--- config.mk ---
export PLATFORM = sky130hd
export DESIGN_NAME = idi_dma_irq
export DESIGN_NICKNAME = d
export VERILOG_FILES = /design/src/idi_pkg.sv /design/src/idi_dma_irq.sv
export SDC_FILE = /design/constraint.sdc
export NUM_CORES = 1
export LEC_CHECK = 0
export BUFFER_PORTS_ARGS = -buffer_cell sky130_fd_sc_hd__buf_2
export CAP_MARGIN = 5
export CELL_PAD_IN_SITES_DETAIL_PLACEMENT = 1
export CELL_PAD_IN_SITES_GLOBAL_PLACEMENT = 2
export CORE_UTILIZATION = 30
export CTS_CLUSTER_DIAMETER = 60
export CTS_CLUSTER_SIZE = 14
export DETAILED_ROUTE_END_ITERATION = 16
export GPL_TIMING_DRIVEN = 0
export HOLD_SLACK_MARGIN = 0.06
export PLACE_DENSITY = 0.79
export REMOVE_ABC_BUFFERS = 1
export SYNTH_ARGS = -nofsm -noshare
export SYNTH_HDL_FRONTEND = slang
export SYNTH_SLANG_ARGS = --single-unit
export TNS_END_PERCENT = 1
--- constraint.sdc ---
create_clock -name clk -period 1.6 [get_ports clk]
set_clock_uncertainty 0.1 [all_clocks]
set_input_delay 0.24 -clock clk [delete_from_list [all_inputs] [get_ports clk]]
set_output_delay 0.24 -clock clk [all_outputs]
set_load 0.02 [all_outputs]
--- src/idi_pkg.sv ---
// Purpose: Shared constants and carriers for the DMA/IRQ pin logic
// Assumes: Plain 3-bit register port, 8-bit data
// Notes:   Offsets, bit positions and reset values live here
package idi_pkg;
    // ------------------------------------------------------------
    // Register offsets
    // ------------------------------------------------------------
    localparam logic [2:0] OFF_CTRL = 3'h0; // Gate and mode bits
    localparam logic [2:0] OFF_CFG2 = 3'h1; // chip_config_reg_two
    localparam logic [2:0] OFF_PCF1 = 3'h2; // parport_config_reg_one
    localparam logic [2:0] OFF_SCFG = 3'h3; // Serial line steering
    localparam logic [2:0] OFF_STS  = 3'h4; // Sticky events, write one to clear
    localparam logic [2:0] OFF_MSK  = 3'h5; // Event mask
    localparam logic [2:0] OFF_LIVE = 3'h6; // Live pin state

    // ------------------------------------------------------------
    // Field positions
    // ------------------------------------------------------------
    localparam int CTRL_ECP_MODE = 0; // Parallel port in ECP hardware mode
    localparam int CTRL_SW_CFG   = 1; // Software configuration in force
    localparam int CTRL_FDC_GATE = 3; // dma_irq_gate_bit of disk_output_control_reg
    localparam int CTRL_EXT_DMA  = 4; // Bit 3 of ecp_extended_control_reg
    localparam int CFG2_SER_POL  = 0; // 1: serial lines active high
    localparam int CFG2_PAR_POL  = 1; // 1: parallel line active high
    localparam int CFG2_FDC_POL  = 2; // 1: floppy line active high
    localparam int PCF1_SEL7     = 0; // 0: line 5, 1: line 7
    localparam int PCF1_EN       = 1; // Parallel interrupt enable
    localparam int SCFG_A_IRQ3   = 0; // Port A onto line 3 (else 4)
    localparam int SCFG_B_IRQ3   = 1; // Port B onto line 3 (else 4)
    localparam int EV_TC         = 0; // Qualified terminal count
    localparam int EV_FDMA       = 1; // Floppy DMA cycle seen
    localparam int EV_PDMA       = 2; // Parallel DMA cycle seen

    // ------------------------------------------------------------
    // Reset values and base address codes
    // ------------------------------------------------------------
    localparam logic [7:0] RST_CTRL = 8'h00;
    localparam logic [7:0] RST_CFG2 = 8'h07;
    localparam logic [7:0] RST_PCF1 = 8'h00;
    localparam logic [7:0] RST_SCFG = 8'h00;
    localparam logic [2:0] RST_EV   = 3'h0;
    localparam logic [1:0] SER_3F8  = 2'h0;
    localparam logic [1:0] SER_2F8  = 2'h1;
    localparam logic [1:0] SER_3E8  = 2'h2;
    localparam logic [1:0] SER_2E8  = 2'h3;
    localparam logic [1:0] PAR_378  = 2'h0;
    localparam logic [1:0] PAR_278  = 2'h1;
    localparam logic [1:0] PAR_3BC  = 2'h2;

    // ------------------------------------------------------------
    // Carriers
    // ------------------------------------------------------------
    typedef struct packed {
        logic out;   // Level driven when enabled
        logic oe_n;  // Low while driving
    } idi_pin_s;

    typedef struct packed {
        logic floppy_dma_ack_n;
        logic parport_dma_ack_n;
        logic tc;
        logic aen;
        logic iorc_n;
        logic iowc_n;
    } idi_isa_s;
endpackage : idi_pkg

--- src/idi_dma_irq.sv ---
// Purpose: DMA handshake gating and ISA interrupt line drive
// Assumes: Core-side inputs on clk; ISA pins asynchronous
// Notes:   Pins are split into out and active-low output enable
//
// Operation
// Floppy request driven only when gate bit set
// Floppy ack qualifies strobes, gated alike
// Parallel request negated outside ECP hardware mode
// ECP mode: request tri-stated unless extended-control bit
// Parallel ack qualifies strobes, extended-control gated
// Terminal count accepted only with an ack
// Lines 3 and 4 serial, polarity selectable
// Hardware config: line follows serial address
// Software config: line chosen independently
// Serial lines enabled by modem control, else tri-stated
// Parallel uses line 5 or 7, other tri-stated
// Hardware config: 278h uses 5, else 7
// Line 6 floppy, polarity, data-ready in non-DMA
// Line 6 also on execution phase done
// Line 6 tri-stated while gate bit clear
// AEN with ack marks DMA cycle, no I/O
// No zero-wait end on DMA accesses
// Polarity affects driven levels only
`timescale 1ns/1ps
`default_nettype none
module idi_dma_irq (
    input  wire logic             clk,
    input  wire logic             rst_n,
    input  wire logic [2:0]       reg_addr,
    input  wire logic [7:0]       reg_wdata,
    input  wire logic             reg_write,
    input  wire logic             reg_read,
    output logic [7:0]            reg_rdata,
    input  wire idi_pkg::idi_isa_s isa_pins,
    input  wire logic             io_decoded,
    input  wire logic             fdc_dma_want,
    input  wire logic             fdc_non_dma,
    input  wire logic             fdc_data_ready,
    input  wire logic             fdc_exec_done,
    input  wire logic             par_dma_want,
    input  wire logic             par_irq,
    input  wire logic             ser_a_irq,
    input  wire logic             ser_a_out2,
    input  wire logic [1:0]       ser_a_base,
    input  wire logic             ser_b_irq,
    input  wire logic             ser_b_out2,
    input  wire logic [1:0]       ser_b_base,
    input  wire logic [1:0]       par_base,
    output idi_pkg::idi_pin_s     floppy_dma_request,
    output idi_pkg::idi_pin_s     parport_dma_request,
    output idi_pkg::idi_pin_s     irq3,
    output idi_pkg::idi_pin_s     irq4,
    output idi_pkg::idi_pin_s     irq5,
    output idi_pkg::idi_pin_s     irq6,
    output idi_pkg::idi_pin_s     irq7,
    output idi_pkg::idi_pin_s     zero_wait_end_n,
    output logic                  fdc_dma_read,
    output logic                  fdc_dma_write,
    output logic                  par_dma_read,
    output logic                  par_dma_write,
    output logic                  tc_accepted,
    output logic                  irq_out
);
    // ------------------------------------------------------------
    // Helpers
    // ------------------------------------------------------------
    // Drive an interrupt line: polarity on driven level only
    function automatic idi_pkg::idi_pin_s line(input logic act, input logic en,
                                               input logic pol_high);
        idi_pkg::idi_pin_s p;
        p.out  = en ? (act ~^ pol_high) : 1'b0;
        p.oe_n = ~en;
        return p;
    endfunction : line

    // Hardware config: 2xx serial bases belong to line 3
    function automatic logic ser_on3(input logic [1:0] base);
        return (base == idi_pkg::SER_2F8) || (base == idi_pkg::SER_2E8);
    endfunction : ser_on3

    // ------------------------------------------------------------
    // Pin synchronisers
    // ------------------------------------------------------------
    idi_pkg::idi_isa_s sync1_q, sync2_q;

    // Two flops before any logic reads the ISA pins
    always_ff @(posedge clk or negedge rst_n) begin
        if (!rst_n) begin
            sync1_q <= 6'h33; // Idle pin levels: acks and strobes high
            sync2_q <= 6'h33;
        end else begin
            sync1_q <= isa_pins;
            sync2_q <= sync1_q;
        end
    end

    // ------------------------------------------------------------
    // Register file
    // ------------------------------------------------------------
    logic [7:0] ctrl_q, ctrl_d, cfg2_q, cfg2_d, pcf1_q, pcf1_d, scfg_q, scfg_d;
    logic [2:0] sts_q, sts_d, msk_q, msk_d, ev;
    logic [7:0] rdata_q, rdata_d;
    logic [7:0] live;
    logic       gate, ecp, xdma, swc;

    assign gate = ctrl_q[idi_pkg::CTRL_FDC_GATE];
    assign ecp  = ctrl_q[idi_pkg::CTRL_ECP_MODE];
    assign xdma = ctrl_q[idi_pkg::CTRL_EXT_DMA];
    assign swc  = ctrl_q[idi_pkg::CTRL_SW_CFG];

    // Writes, sticky status with set winning over clear, read mux
    always_comb begin
        ctrl_d  = ctrl_q;
        cfg2_d  = cfg2_q;
        pcf1_d  = pcf1_q;
        scfg_d  = scfg_q;
        msk_d   = msk_q;
        sts_d   = sts_q;
        rdata_d = 8'h00;
        if (reg_write) begin
            unique case (reg_addr)
                idi_pkg::OFF_CTRL: ctrl_d = reg_wdata;
                idi_pkg::OFF_CFG2: cfg2_d = reg_wdata;
                idi_pkg::OFF_PCF1: pcf1_d = reg_wdata;
                idi_pkg::OFF_SCFG: scfg_d = reg_wdata;
                idi_pkg::OFF_STS:  sts_d  = sts_q & ~reg_wdata[2:0];
                idi_pkg::OFF_MSK:  msk_d  = reg_wdata[2:0];
                default: ;
            endcase
        end
        sts_d = sts_d | ev;
        if (reg_read) begin
            unique case (reg_addr)
                idi_pkg::OFF_CTRL: rdata_d = ctrl_q;
                idi_pkg::OFF_CFG2: rdata_d = cfg2_q;
                idi_pkg::OFF_PCF1: rdata_d = pcf1_q;
                idi_pkg::OFF_SCFG: rdata_d = scfg_q;
                idi_pkg::OFF_STS:  rdata_d = {5'h00, sts_q};
                idi_pkg::OFF_MSK:  rdata_d = {5'h00, msk_q};
                idi_pkg::OFF_LIVE: rdata_d = live;
                default:           rdata_d = 8'h00;
            endcase
        end
    end

    always_ff @(posedge clk or negedge rst_n) begin
        if (!rst_n) begin
            ctrl_q  <= idi_pkg::RST_CTRL;
            cfg2_q  <= idi_pkg::RST_CFG2;
            pcf1_q  <= idi_pkg::RST_PCF1;
            scfg_q  <= idi_pkg::RST_SCFG;
            sts_q   <= idi_pkg::RST_EV;
            msk_q   <= idi_pkg::RST_EV;
            rdata_q <= 8'h00;
        end else begin
            ctrl_q  <= ctrl_d;
            cfg2_q  <= cfg2_d;
            pcf1_q  <= pcf1_d;
            scfg_q  <= scfg_d;
            sts_q   <= sts_d;
            msk_q   <= msk_d;
            rdata_q <= rdata_d;
        end
    end

    // ------------------------------------------------------------
    // DMA handshake
    // ------------------------------------------------------------
    logic fack, pack, fdma, pdma, tc_d;
    logic fdrd_d, fdwr_d, pdrd_d, pdwr_d, zwe_act;
    idi_pkg::idi_pin_s fdreq_d, ppreq_d, zwe_d;

    // Acks count only while their gate enables them
    always_comb begin
        fack     = !sync2_q.floppy_dma_ack_n && gate;
        pack     = !sync2_q.parport_dma_ack_n && ecp && xdma;
        fdma     = sync2_q.aen && fack;
        pdma     = sync2_q.aen && pack;
        fdrd_d   = fdma && !sync2_q.iorc_n;
        fdwr_d   = fdma && !sync2_q.iowc_n;
        pdrd_d   = pdma && !sync2_q.iorc_n;
        pdwr_d   = pdma && !sync2_q.iowc_n;
        tc_d     = sync2_q.tc && (fack || pack);
        zwe_act  = !sync2_q.aen && io_decoded && !fack && !pack
                   && (!sync2_q.iorc_n || !sync2_q.iowc_n);
        zwe_d.out  = 1'b0;
        zwe_d.oe_n = !zwe_act;
        fdreq_d.out  = gate && fdc_dma_want;
        fdreq_d.oe_n = !gate;
        if (!ecp) begin
            ppreq_d.out  = 1'b0;
            ppreq_d.oe_n = 1'b0;
        end else begin
            ppreq_d.out  = xdma && par_dma_want;
            ppreq_d.oe_n = !xdma;
        end
        ev = idi_pkg::RST_EV;
        ev[idi_pkg::EV_TC]   = tc_d;
        ev[idi_pkg::EV_FDMA] = fdrd_d || fdwr_d;
        ev[idi_pkg::EV_PDMA] = pdrd_d || pdwr_d;
    end

    // ------------------------------------------------------------
    // Interrupt line steering
    // ------------------------------------------------------------
    logic a3, b3, l3_act, l3_en, l4_act, l4_en, p7, f_act;
    idi_pkg::idi_pin_s i3_d, i4_d, i5_d, i6_d, i7_d;

    // Serial on 3/4, parallel on 5/7, floppy on 6
    always_comb begin
        a3 = swc ? scfg_q[idi_pkg::SCFG_A_IRQ3] : ser_on3(ser_a_base);
        b3 = swc ? scfg_q[idi_pkg::SCFG_B_IRQ3] : ser_on3(ser_b_base);
        l3_en  = (a3 && ser_a_out2) || (b3 && ser_b_out2);
        l4_en  = (!a3 && ser_a_out2) || (!b3 && ser_b_out2);
        l3_act = (a3 && ser_a_out2 && ser_a_irq) || (b3 && ser_b_out2 && ser_b_irq);
        l4_act = (!a3 && ser_a_out2 && ser_a_irq) || (!b3 && ser_b_out2 && ser_b_irq);
        i3_d = line(l3_act, l3_en, cfg2_q[idi_pkg::CFG2_SER_POL]);
        i4_d = line(l4_act, l4_en, cfg2_q[idi_pkg::CFG2_SER_POL]);
        p7 = swc ? pcf1_q[idi_pkg::PCF1_SEL7]
                 : (par_base != idi_pkg::PAR_278);
        i5_d = line(par_irq, pcf1_q[idi_pkg::PCF1_EN] && !p7,
                    cfg2_q[idi_pkg::CFG2_PAR_POL]);
        i7_d = line(par_irq, pcf1_q[idi_pkg::PCF1_EN] && p7,
                    cfg2_q[idi_pkg::CFG2_PAR_POL]);
        f_act = (fdc_non_dma && fdc_data_ready) || fdc_exec_done;
        i6_d  = line(f_act, gate, cfg2_q[idi_pkg::CFG2_FDC_POL]);
        live = {1'b0, fack, pack, sync2_q.aen, ppreq_d.out, fdreq_d.out,
                f_act, par_irq};
    end

    // ------------------------------------------------------------
    // Output registers
    // ------------------------------------------------------------
    // Every top output leaves from a flop; lines idle tri-stated, except the parallel request, which reset drives low
    always_ff @(posedge clk or negedge rst_n) begin
        if (!rst_n) begin
            floppy_dma_request  <= 2'h1;
            parport_dma_request <= 2'h0;
            irq3            <= 2'h1;
            irq4            <= 2'h1;
            irq5            <= 2'h1;
            irq6            <= 2'h1;
            irq7            <= 2'h1;
            zero_wait_end_n <= 2'h1;
            fdc_dma_read    <= 1'b0;
            fdc_dma_write   <= 1'b0;
            par_dma_read    <= 1'b0;
            par_dma_write   <= 1'b0;
            tc_accepted     <= 1'b0;
            irq_out         <= 1'b0;
        end else begin
            floppy_dma_request  <= fdreq_d;
            parport_dma_request <= ppreq_d;
            irq3            <= i3_d;
            irq4            <= i4_d;
            irq5            <= i5_d;
            irq6            <= i6_d;
            irq7            <= i7_d;
            zero_wait_end_n <= zwe_d;
            fdc_dma_read    <= fdrd_d;
            fdc_dma_write   <= fdwr_d;
            par_dma_read    <= pdrd_d;
            par_dma_write   <= pdwr_d;
            tc_accepted     <= tc_d;
            irq_out         <= |(sts_d & msk_d);
        end
    end

    assign reg_rdata = rdata_q;
endmodule : idi_dma_irq
`default_nettype wire

==> summary.md, run 1 <==
| Metric | Value |
|---|---|
| Outcome | `complete, no violations` |
| Hold Slack | `0.0934 ns` |
| Max IR drop VDD | `between 0.3 and 0.4 mV` |
| Crit path launch | `sync2_q[4]` |
| Syn Area/Cell | `between 10 and 15 um2` |
| RD Place Congestion | `0.706` |
| Power Internal | `3.51 mW` |
| Crit path capture | `irq_out` |
| P_leak | `roughly 1.8 nW` |
| Post-synthesis sequential area ratio | `a little over 60%` |
| Num rows | `37` |
| Die Ht | `about 110 um` |
| Number of synthesized flops with an enable pin | `0` |
| Reg-to-Reg Start | `sync2_q[4]` |
| Final Hold Violating Endpoints | `0` |
| Via density | `4.62` |
| Clock Root Buffer | `clkbuf_8` |
| Actual slew at the worst max-slew pin | `about 0.75 ns` |
| Crit path kind | `flip-flop to flip-flop` |
| Total power | `4.88 mW` |
| Cell Area, Placed | `roughly 0.0037 mm2` |
| Comb pwr share | `between 20% and 30%` |
| Initial Util | `between 30% and 40%` |
| Slew margin rel. | `between 40% and 50%` |
| #FFs+latches synth | `a little under 80` |
| GRT Residual Overflow | `0` |
| Design Area, Final | `0.00406 mm2` |
| Worst-path clk slew | `around 0.08 ns` |
| Routed length per placed instance | `15.5 um` |
| Async SR Flop Fraction | `100%` |
| Slew Limit Fails | `0` |
| H-tree levels | `3` |
| Tmin final | `about 1.6 ns` |
| Fin Setup TNS | `0 ns` |
| Min-Delay Path Class | `input port to flip-flop` |
| Core Area | `just over 0.01 mm2` |
| Antenna Diode Count | `0` |
| CTS Sinks | `78` |
| Residual DRC | `0` |
| CTS tree | `done` |
| Die area | `between 0.01 and 0.015 mm2` |
| Share of cells above drive strength 1 | `between 40% and 50%` |
| First-pass GRT wire length | `roughly 12000 um` |
| Sw Ratio | `around 28%` |
| Total track usage | `around 14%` |
| Latest clock arrival within the worst-skew pair | `0.36 ns` |
| R2r endpoint | `irq_out` |
| Final Cycle Share | `a little over nine tenths` |
| Net Sw Power | `between 1 and 1.5 mW` |
| Port bufs | `between 60 and 70` |
| Main flop type after synthesis | `dfrtp_1` |
| Ranking of synthesized cells by area | `dfrtp_1 (48%), dfstp_2 (14%), mux2_2 (12%)` |
| Clock buffer count from CTS | `9` |
| Final Util | `around two fifths` |
| Nets@finish | `357` |
| Vias in the first global route | `2215` |
| Initial DRC Count | `70` |
| FMAX | `approximately 0.63 GHz` |
| Mapped Cells | `232` |
| Yosys warnings | `0` |
| Endpoint class of the critical path | `flip-flop` |
| Die Width | `105 um` |
| Number of filler cells placed in the layout | `1139` |
| CP Launch Type | `flip-flop` |
| Yosys cell types | `40` |
| Most frequent cells in the layout | `dfrtp_1 (61), buf_2 (61), mux2_2 (35)` |
| Worst EP required | `about 1.7 ns` |
| Sequential Power Share | `~52%` |
| R2r worst-path depth | `4` |
| Largest net degree at the start of global routing | `54` |
| Worst reg-to-reg setup slack | `between 0.015 and 0.02 ns` |
| Area fraction of the dominant cell type after synthesis | `about 48%` |
| Final ANT Viol Nets | `0` |
| Worst path arrival time | `1.73 ns` |
| I/O pin count | `68` |
| Power per cell area | `between 1000 and 1500 mW/mm2` |
| Antenna violations before repair | `0` |
| # setup viols final | `0` |
| Routed wire length | `about 7100 um` |
| Max clock buf depth | `2` |
| Synth area leader | `dfrtp_1` |
| Drt first pass iters | `4` |
| Hpwl dp | `~5000 um` |
| Synth-to-layout area growth | `26.4%` |
| CP max FO | `4` |
| Max-cap violation count | `0` |
| RSZ-0062 raised after global routing | `true` |
| DR vias | `around 2100` |
| Synth Cell Area | `0.00321 mm2` |
| Clock power frac | `a little over a quarter` |
per-stage QoR:
| step | cells | setup slack, ns |
|---|---|---|
| 2_1_floorplan | 222 | -0.176 |
| 4_1_cts | 460 | -0.00535 |
| 3_3_place_gp | 422 | -1.27 |
| 3_5_place_dp | 424 | -0.641 |
| 5_1_grt | 460 | -0.0231 |
| 6_report | 460 | 0.0175 |
registers in the layout, summed over array words and instances (netlist names), 3 cells and up:
name and count:
sts_q 3, sync1_q 6, ctrl_q 8, cfg2_q 8, scfg_q 8, pcf1_q 8
reg_rdata 8, sync2_q 5, msk_q 3
power groups by stage:
stage,clock network [mW],logic (mW),registers (mW)
after floorplan,0,0.508,2.66
after global placement,0,0.949,2.55
after detailed placement,0,0.981,2.57
after CTS,1.38,1.03,2.54
after global routing,1.45,1.11,2.57
final,1.33,1.02,2.53
cell families after synthesis:
| logic type | share of synthesized area, % |
|---|---|
| compound gates | 5.88 |
| xor+xnor | 1.09 |
| buf+inv | 2.57 |
| flops | 61.5 |
| mux | 18.4 |
| other cells | 0.117 |
| simple gates | 10.4 |
final cells by class:
cell class	count	area (um2)	area share [%]
clock buffers	15	166	4.10
flip-flops and latches	78	1970	48.6
well taps	136	170	4.19
clock inverters	1	5.00	0.123
inverters	4	15.0	0.370
multi-input cells	140	1170	28.9
repair buffers	86	556	13.7
routing by layer:
| metal | global-route usage, % | routed length, um | vias to the layer above |
|---|---|---|---|
| met4 | 6.34 | 117 | 0 |
| met5 | 0 | 0 | - |
| met3 | 4.08 | 293 | 11 |
| met2 | 22.1 | 3510 | 45 |
| met1 | 17.8 | 3180 | 1080 |
| li1 | - | - | 991 |
worst max-delay path: stages (launching register included):
cell and delay, ns:
dfstp_2 0.51, and3b_2 0.23, o21a_1 0.20, o21a_1 0.17
a221o_1 0.26
worst min-delay path by stage:
stage,endpoint,start,depth (start not counted)
4_1_cts,irq5[0],par_base[0],4
5_1_grt,parport_dma_request[1],par_dma_want,2
3_3_place_gp,sync2_q[3],sync1_q[3],0
2_1_floorplan,cfg2_q[3],rst_n,0
3_5_place_dp,fdc_dma_read,rst_n,1
6_report,ctrl_q[1],reg_wdata[1],3
synth_stat cells, drive strengths merged, types with 4 or more instances:
cell	instances
nor2b	5
buf	8
o21ai	5
o21a	5
nand3	7
dfrtp	61
nand2	15
mux2i	4
a21oi	7
nor2	16
nand2b	6
mux2	35
dfstp	17
mux4	7
inv	4
timing repair:
item                       4_1_cts  5_1_grt
setup buffers                    3        0
pin swaps                        1        0
hold buffers                    17        0
gates resized for setup          5        0
setup endpoints to repair       13        1
hold endpoints to repair        99        0
Power figures use the tool's default switching activity.
==> run 2: changes to the inputs <==
- BUFFER_PORTS_ARGS: -buffer_cell sky130_fd_sc_hd__buf_2 -> not set
- CTS_BUF_LIST: not set -> sky130_fd_sc_hd__clkbuf_4
- DONT_BUFFER_PORTS: not set -> 1
- PLACE_DENSITY: 0.79 -> 0.71
==> run 2 against run 1 <==
Design area fell by 4.6%. Sequential share of layout area rose by 2.4 points. The flow now finishes with violations (negative hold slack, negative setup slack). Worst hold slack got worse by 0.71 ns. Global-route usage rose by 0.082 points. Highest routed layer unchanged.
==> summary.md, run 2 (synthesized netlist as in run 1, its figures left out) <==
| Metric | Value |
|---|---|
| FMAX | `0.612 GHz (-3.1%)` |
| Nets@finish | `308 (-14%)` |
| CTS Sinks | `78 (unchanged)` |
| Max clock buf depth | `2 (unchanged)` |
| Failing checks | `negative hold slack, negative setup slack` |
| Slew Limit Fails | `0 (unchanged)` |
| Hold Slack | `-0.620 ns (-0.713 ns)` |
| Die area | `0.0111 mm2 (unchanged)` |
| Share of cells above drive strength 1 | `30.5% (-14 points)` |
| Most frequent cells in the layout | `dfrtp_1 (60), mux2_2 (35), dlygate4sd3_1 (34)` |
| Worst-path clk slew | `0.14 ns (+0.06 ns)` |
| Outcome | `finished with violations` |
| Endpoint class of the critical path | `flip-flop` |
| I/O pin count | `68 (unchanged)` |
| Design Area, Final | `0.00387 mm2 (-4.6%)` |
| Placed cells | `359 (-15%)` |
| Latest clock arrival within the worst-skew pair | `0.43 ns (+0.07 ns)` |
| GRT Residual Overflow | `0 (unchanged)` |
| Num rows | `37 (unchanged)` |
| Fin Setup TNS | `-0.0331 ns (-0.0331 ns)` |
| Max-cap violation count | `0 (unchanged)` |
| Worst EP required | `1.81 ns (+0.07 ns)` |
| Most common cell after layout, fill and taps aside | `dfrtp_1` |
| Initial DRC Count | `115 (+64%)` |
| CP max FO | `4 (unchanged)` |
| Synth-to-layout area growth | `20.7%` |
| Die Width | `105 um (unchanged)` |
| CP Launch Type | `flip-flop` |
| Largest net degree at the start of global routing | `79 (+46%)` |
| H-tree levels | `3 (unchanged)` |
| Min-Delay Path Class | `input port to asynchronous set/reset pin` |
| FF+latch area | `0.00197 mm2 (about the same)` |
| Worst path arrival time | `1.85 ns (+0.12 ns)` |
| Total track usage | `14.1% (+0.082 points)` |
| Final Cycle Share | `102% (+3.2 points)` |
| RSZ-0062 raised after global routing | `true` |
| P_leak | `1.60 nW (-13%)` |
| # setup viols final | `1 (+1)` |
| Initial Util | `31.0% (unchanged)` |
| Max IR drop VDD | `0.492 mV (+46%)` |
| Routed wire length | `7220 um (+1.6%)` |
| Hold_buf cts | `34 (+17)` |
| Finished Layout Cells | `411 (-11%)` |
| Cell Area, Placed | `0.00333 mm2 (-9.5%)` |
| First-pass GRT wire length | `11800 um (+1.2%)` |
| Routed length per placed instance | `17.6 um (+14%)` |
| Tmin final | `1.63 ns (+0.0506 ns)` |
| Antenna Diode Count | `0 (unchanged)` |
| Power per cell area | `1260 mW/mm2 (+4.7%)` |
| Slew margin rel. | `50.4% (+0.39 points)` |
| Hpwl dp | `4920 um (-1.2%)` |
| Vias in the first global route | `2127 (-4.0%)` |
| Clock buffer count from CTS | `9 (unchanged)` |
| Final Hold Violating Endpoints | `88 (+88)` |
| Actual slew at the worst max-slew pin | `0.742 ns (-0.00581 ns)` |
| Drt first pass iters | `4 (unchanged)` |
| DR vias | `1998 (-6.1%)` |
| Number of filler cells placed in the layout | `1136 (-0.26%)` |
| CTS tree | `done` |
| Clock Root Buffer | `clkbuf_4` |
| Total power | `4.87 mW (about the same)` |
| Crit path kind | `flip-flop to flip-flop` |
| Port bufs | `0 (-100%)` |
| Core Area | `0.0104 mm2 (unchanged)` |
| Final WS setup | `-0.0331 ns (-0.0506 ns)` |
| Multi-input logic area | `0.00116 mm2 (-0.75%)` |
| Antenna violations before repair | `0 (unchanged)` |
| Final Util | `37.4% (-1.8 points)` |
| RD Place Congestion | `0.704 (-0.28%)` |
| Die Ht | `105 um (unchanged)` |
| Via density | `4.86 (+5.1%)` |
| Final ANT Viol Nets | `0 (unchanged)` |
| Residual DRC | `0 (unchanged)` |
-- run 2: cell types whose count changed in the layout (fill, tap and decap cells not counted), moves of 3 or more --
cell | before | now
buf_2 | 61 | 0
buf_4 | 7 | 3
bufinv_16 | 0 | 3
clkbuf_1 | 4 | 0
clkbuf_4 | 0 | 10
clkbuf_8 | 11 | 0
dlygate4sd3_1 | 17 | 34
-- run 2: final timing paths --
| kind | startpoint | endpoint | slack (ns) | depth (start not counted) |
|---|---|---|---|---|
| max reg2reg | sync2_q[4] | irq_out | -0.03 | 4 |
| min reg2reg | sync1_q[2] | live[4] | 0.26 | 0 |
| min in group clk | reg_addr[2] | reg_rdata[7] | -0.23 | 1 |
| min | rst_n | irq3[1] | -0.62 | 0 |
| max in group asynchronous | rst_n | sync1_q[0] | 1.76 | 0 |
| max | sync2_q[4] | irq_out | -0.03 | 4 |
-- run 2: per-stage QoR --
stage / worst slack (ns) / hold WS, ns
CTS: -0.0415 / -0.655
detailed placement: -0.103 / -0.154
global route: -0.106 / -0.660
global placement: -0.827 / -0.154
floorplan: -0.176 / -0.156
finish: -0.0331 / -0.620
-- run 2: cell type report --
type                    count  area share (%)
repair buffers             37            9.37
flip-flops and latches     78            51.0
clock buffers              10            1.94
multi-input cells         140            30.1
clock inverters             6            2.87
well taps                 136            4.39
inverters                   4           0.388
-- run 2: report_power, final --
part / switching [mW] / internal (mW) / leakage (nW) / total (mW)
sequential: 0.341 / 2.35 / 0.933 / 2.69
clock: 0.696 / 0.809 / 0.0966 / 1.50
combinational: 0.251 / 0.428 / 0.573 / 0.679
total: 1.29 / 3.58 / 1.60 / 4.87
-- run 2: critical path, cell delays in order, from the launching register on --
cell and delay (ns):
dfstp_2 0.53, and3b_2 0.24, o21a_1 0.21, o21a_1 0.17, a221o_1 0.27
-- run 2: layer usage --
metal,global-route usage [%],up-vias,part of all wire [%]
li1,-,894,-
met1,18.2,1046,44
met2,22.4,47,50
met3,2.97,11,3.9
met4,6.94,0,1.9
met5,0,-,0
-- run 2: repair_timing --
action,4_1_cts,5_1_grt
endpoints found under the setup margin,1,4
gates cloned,0,0
buffers inserted,2,0
pin swaps,1,1
hold endpoints to repair,143,96
resized for setup,2,1
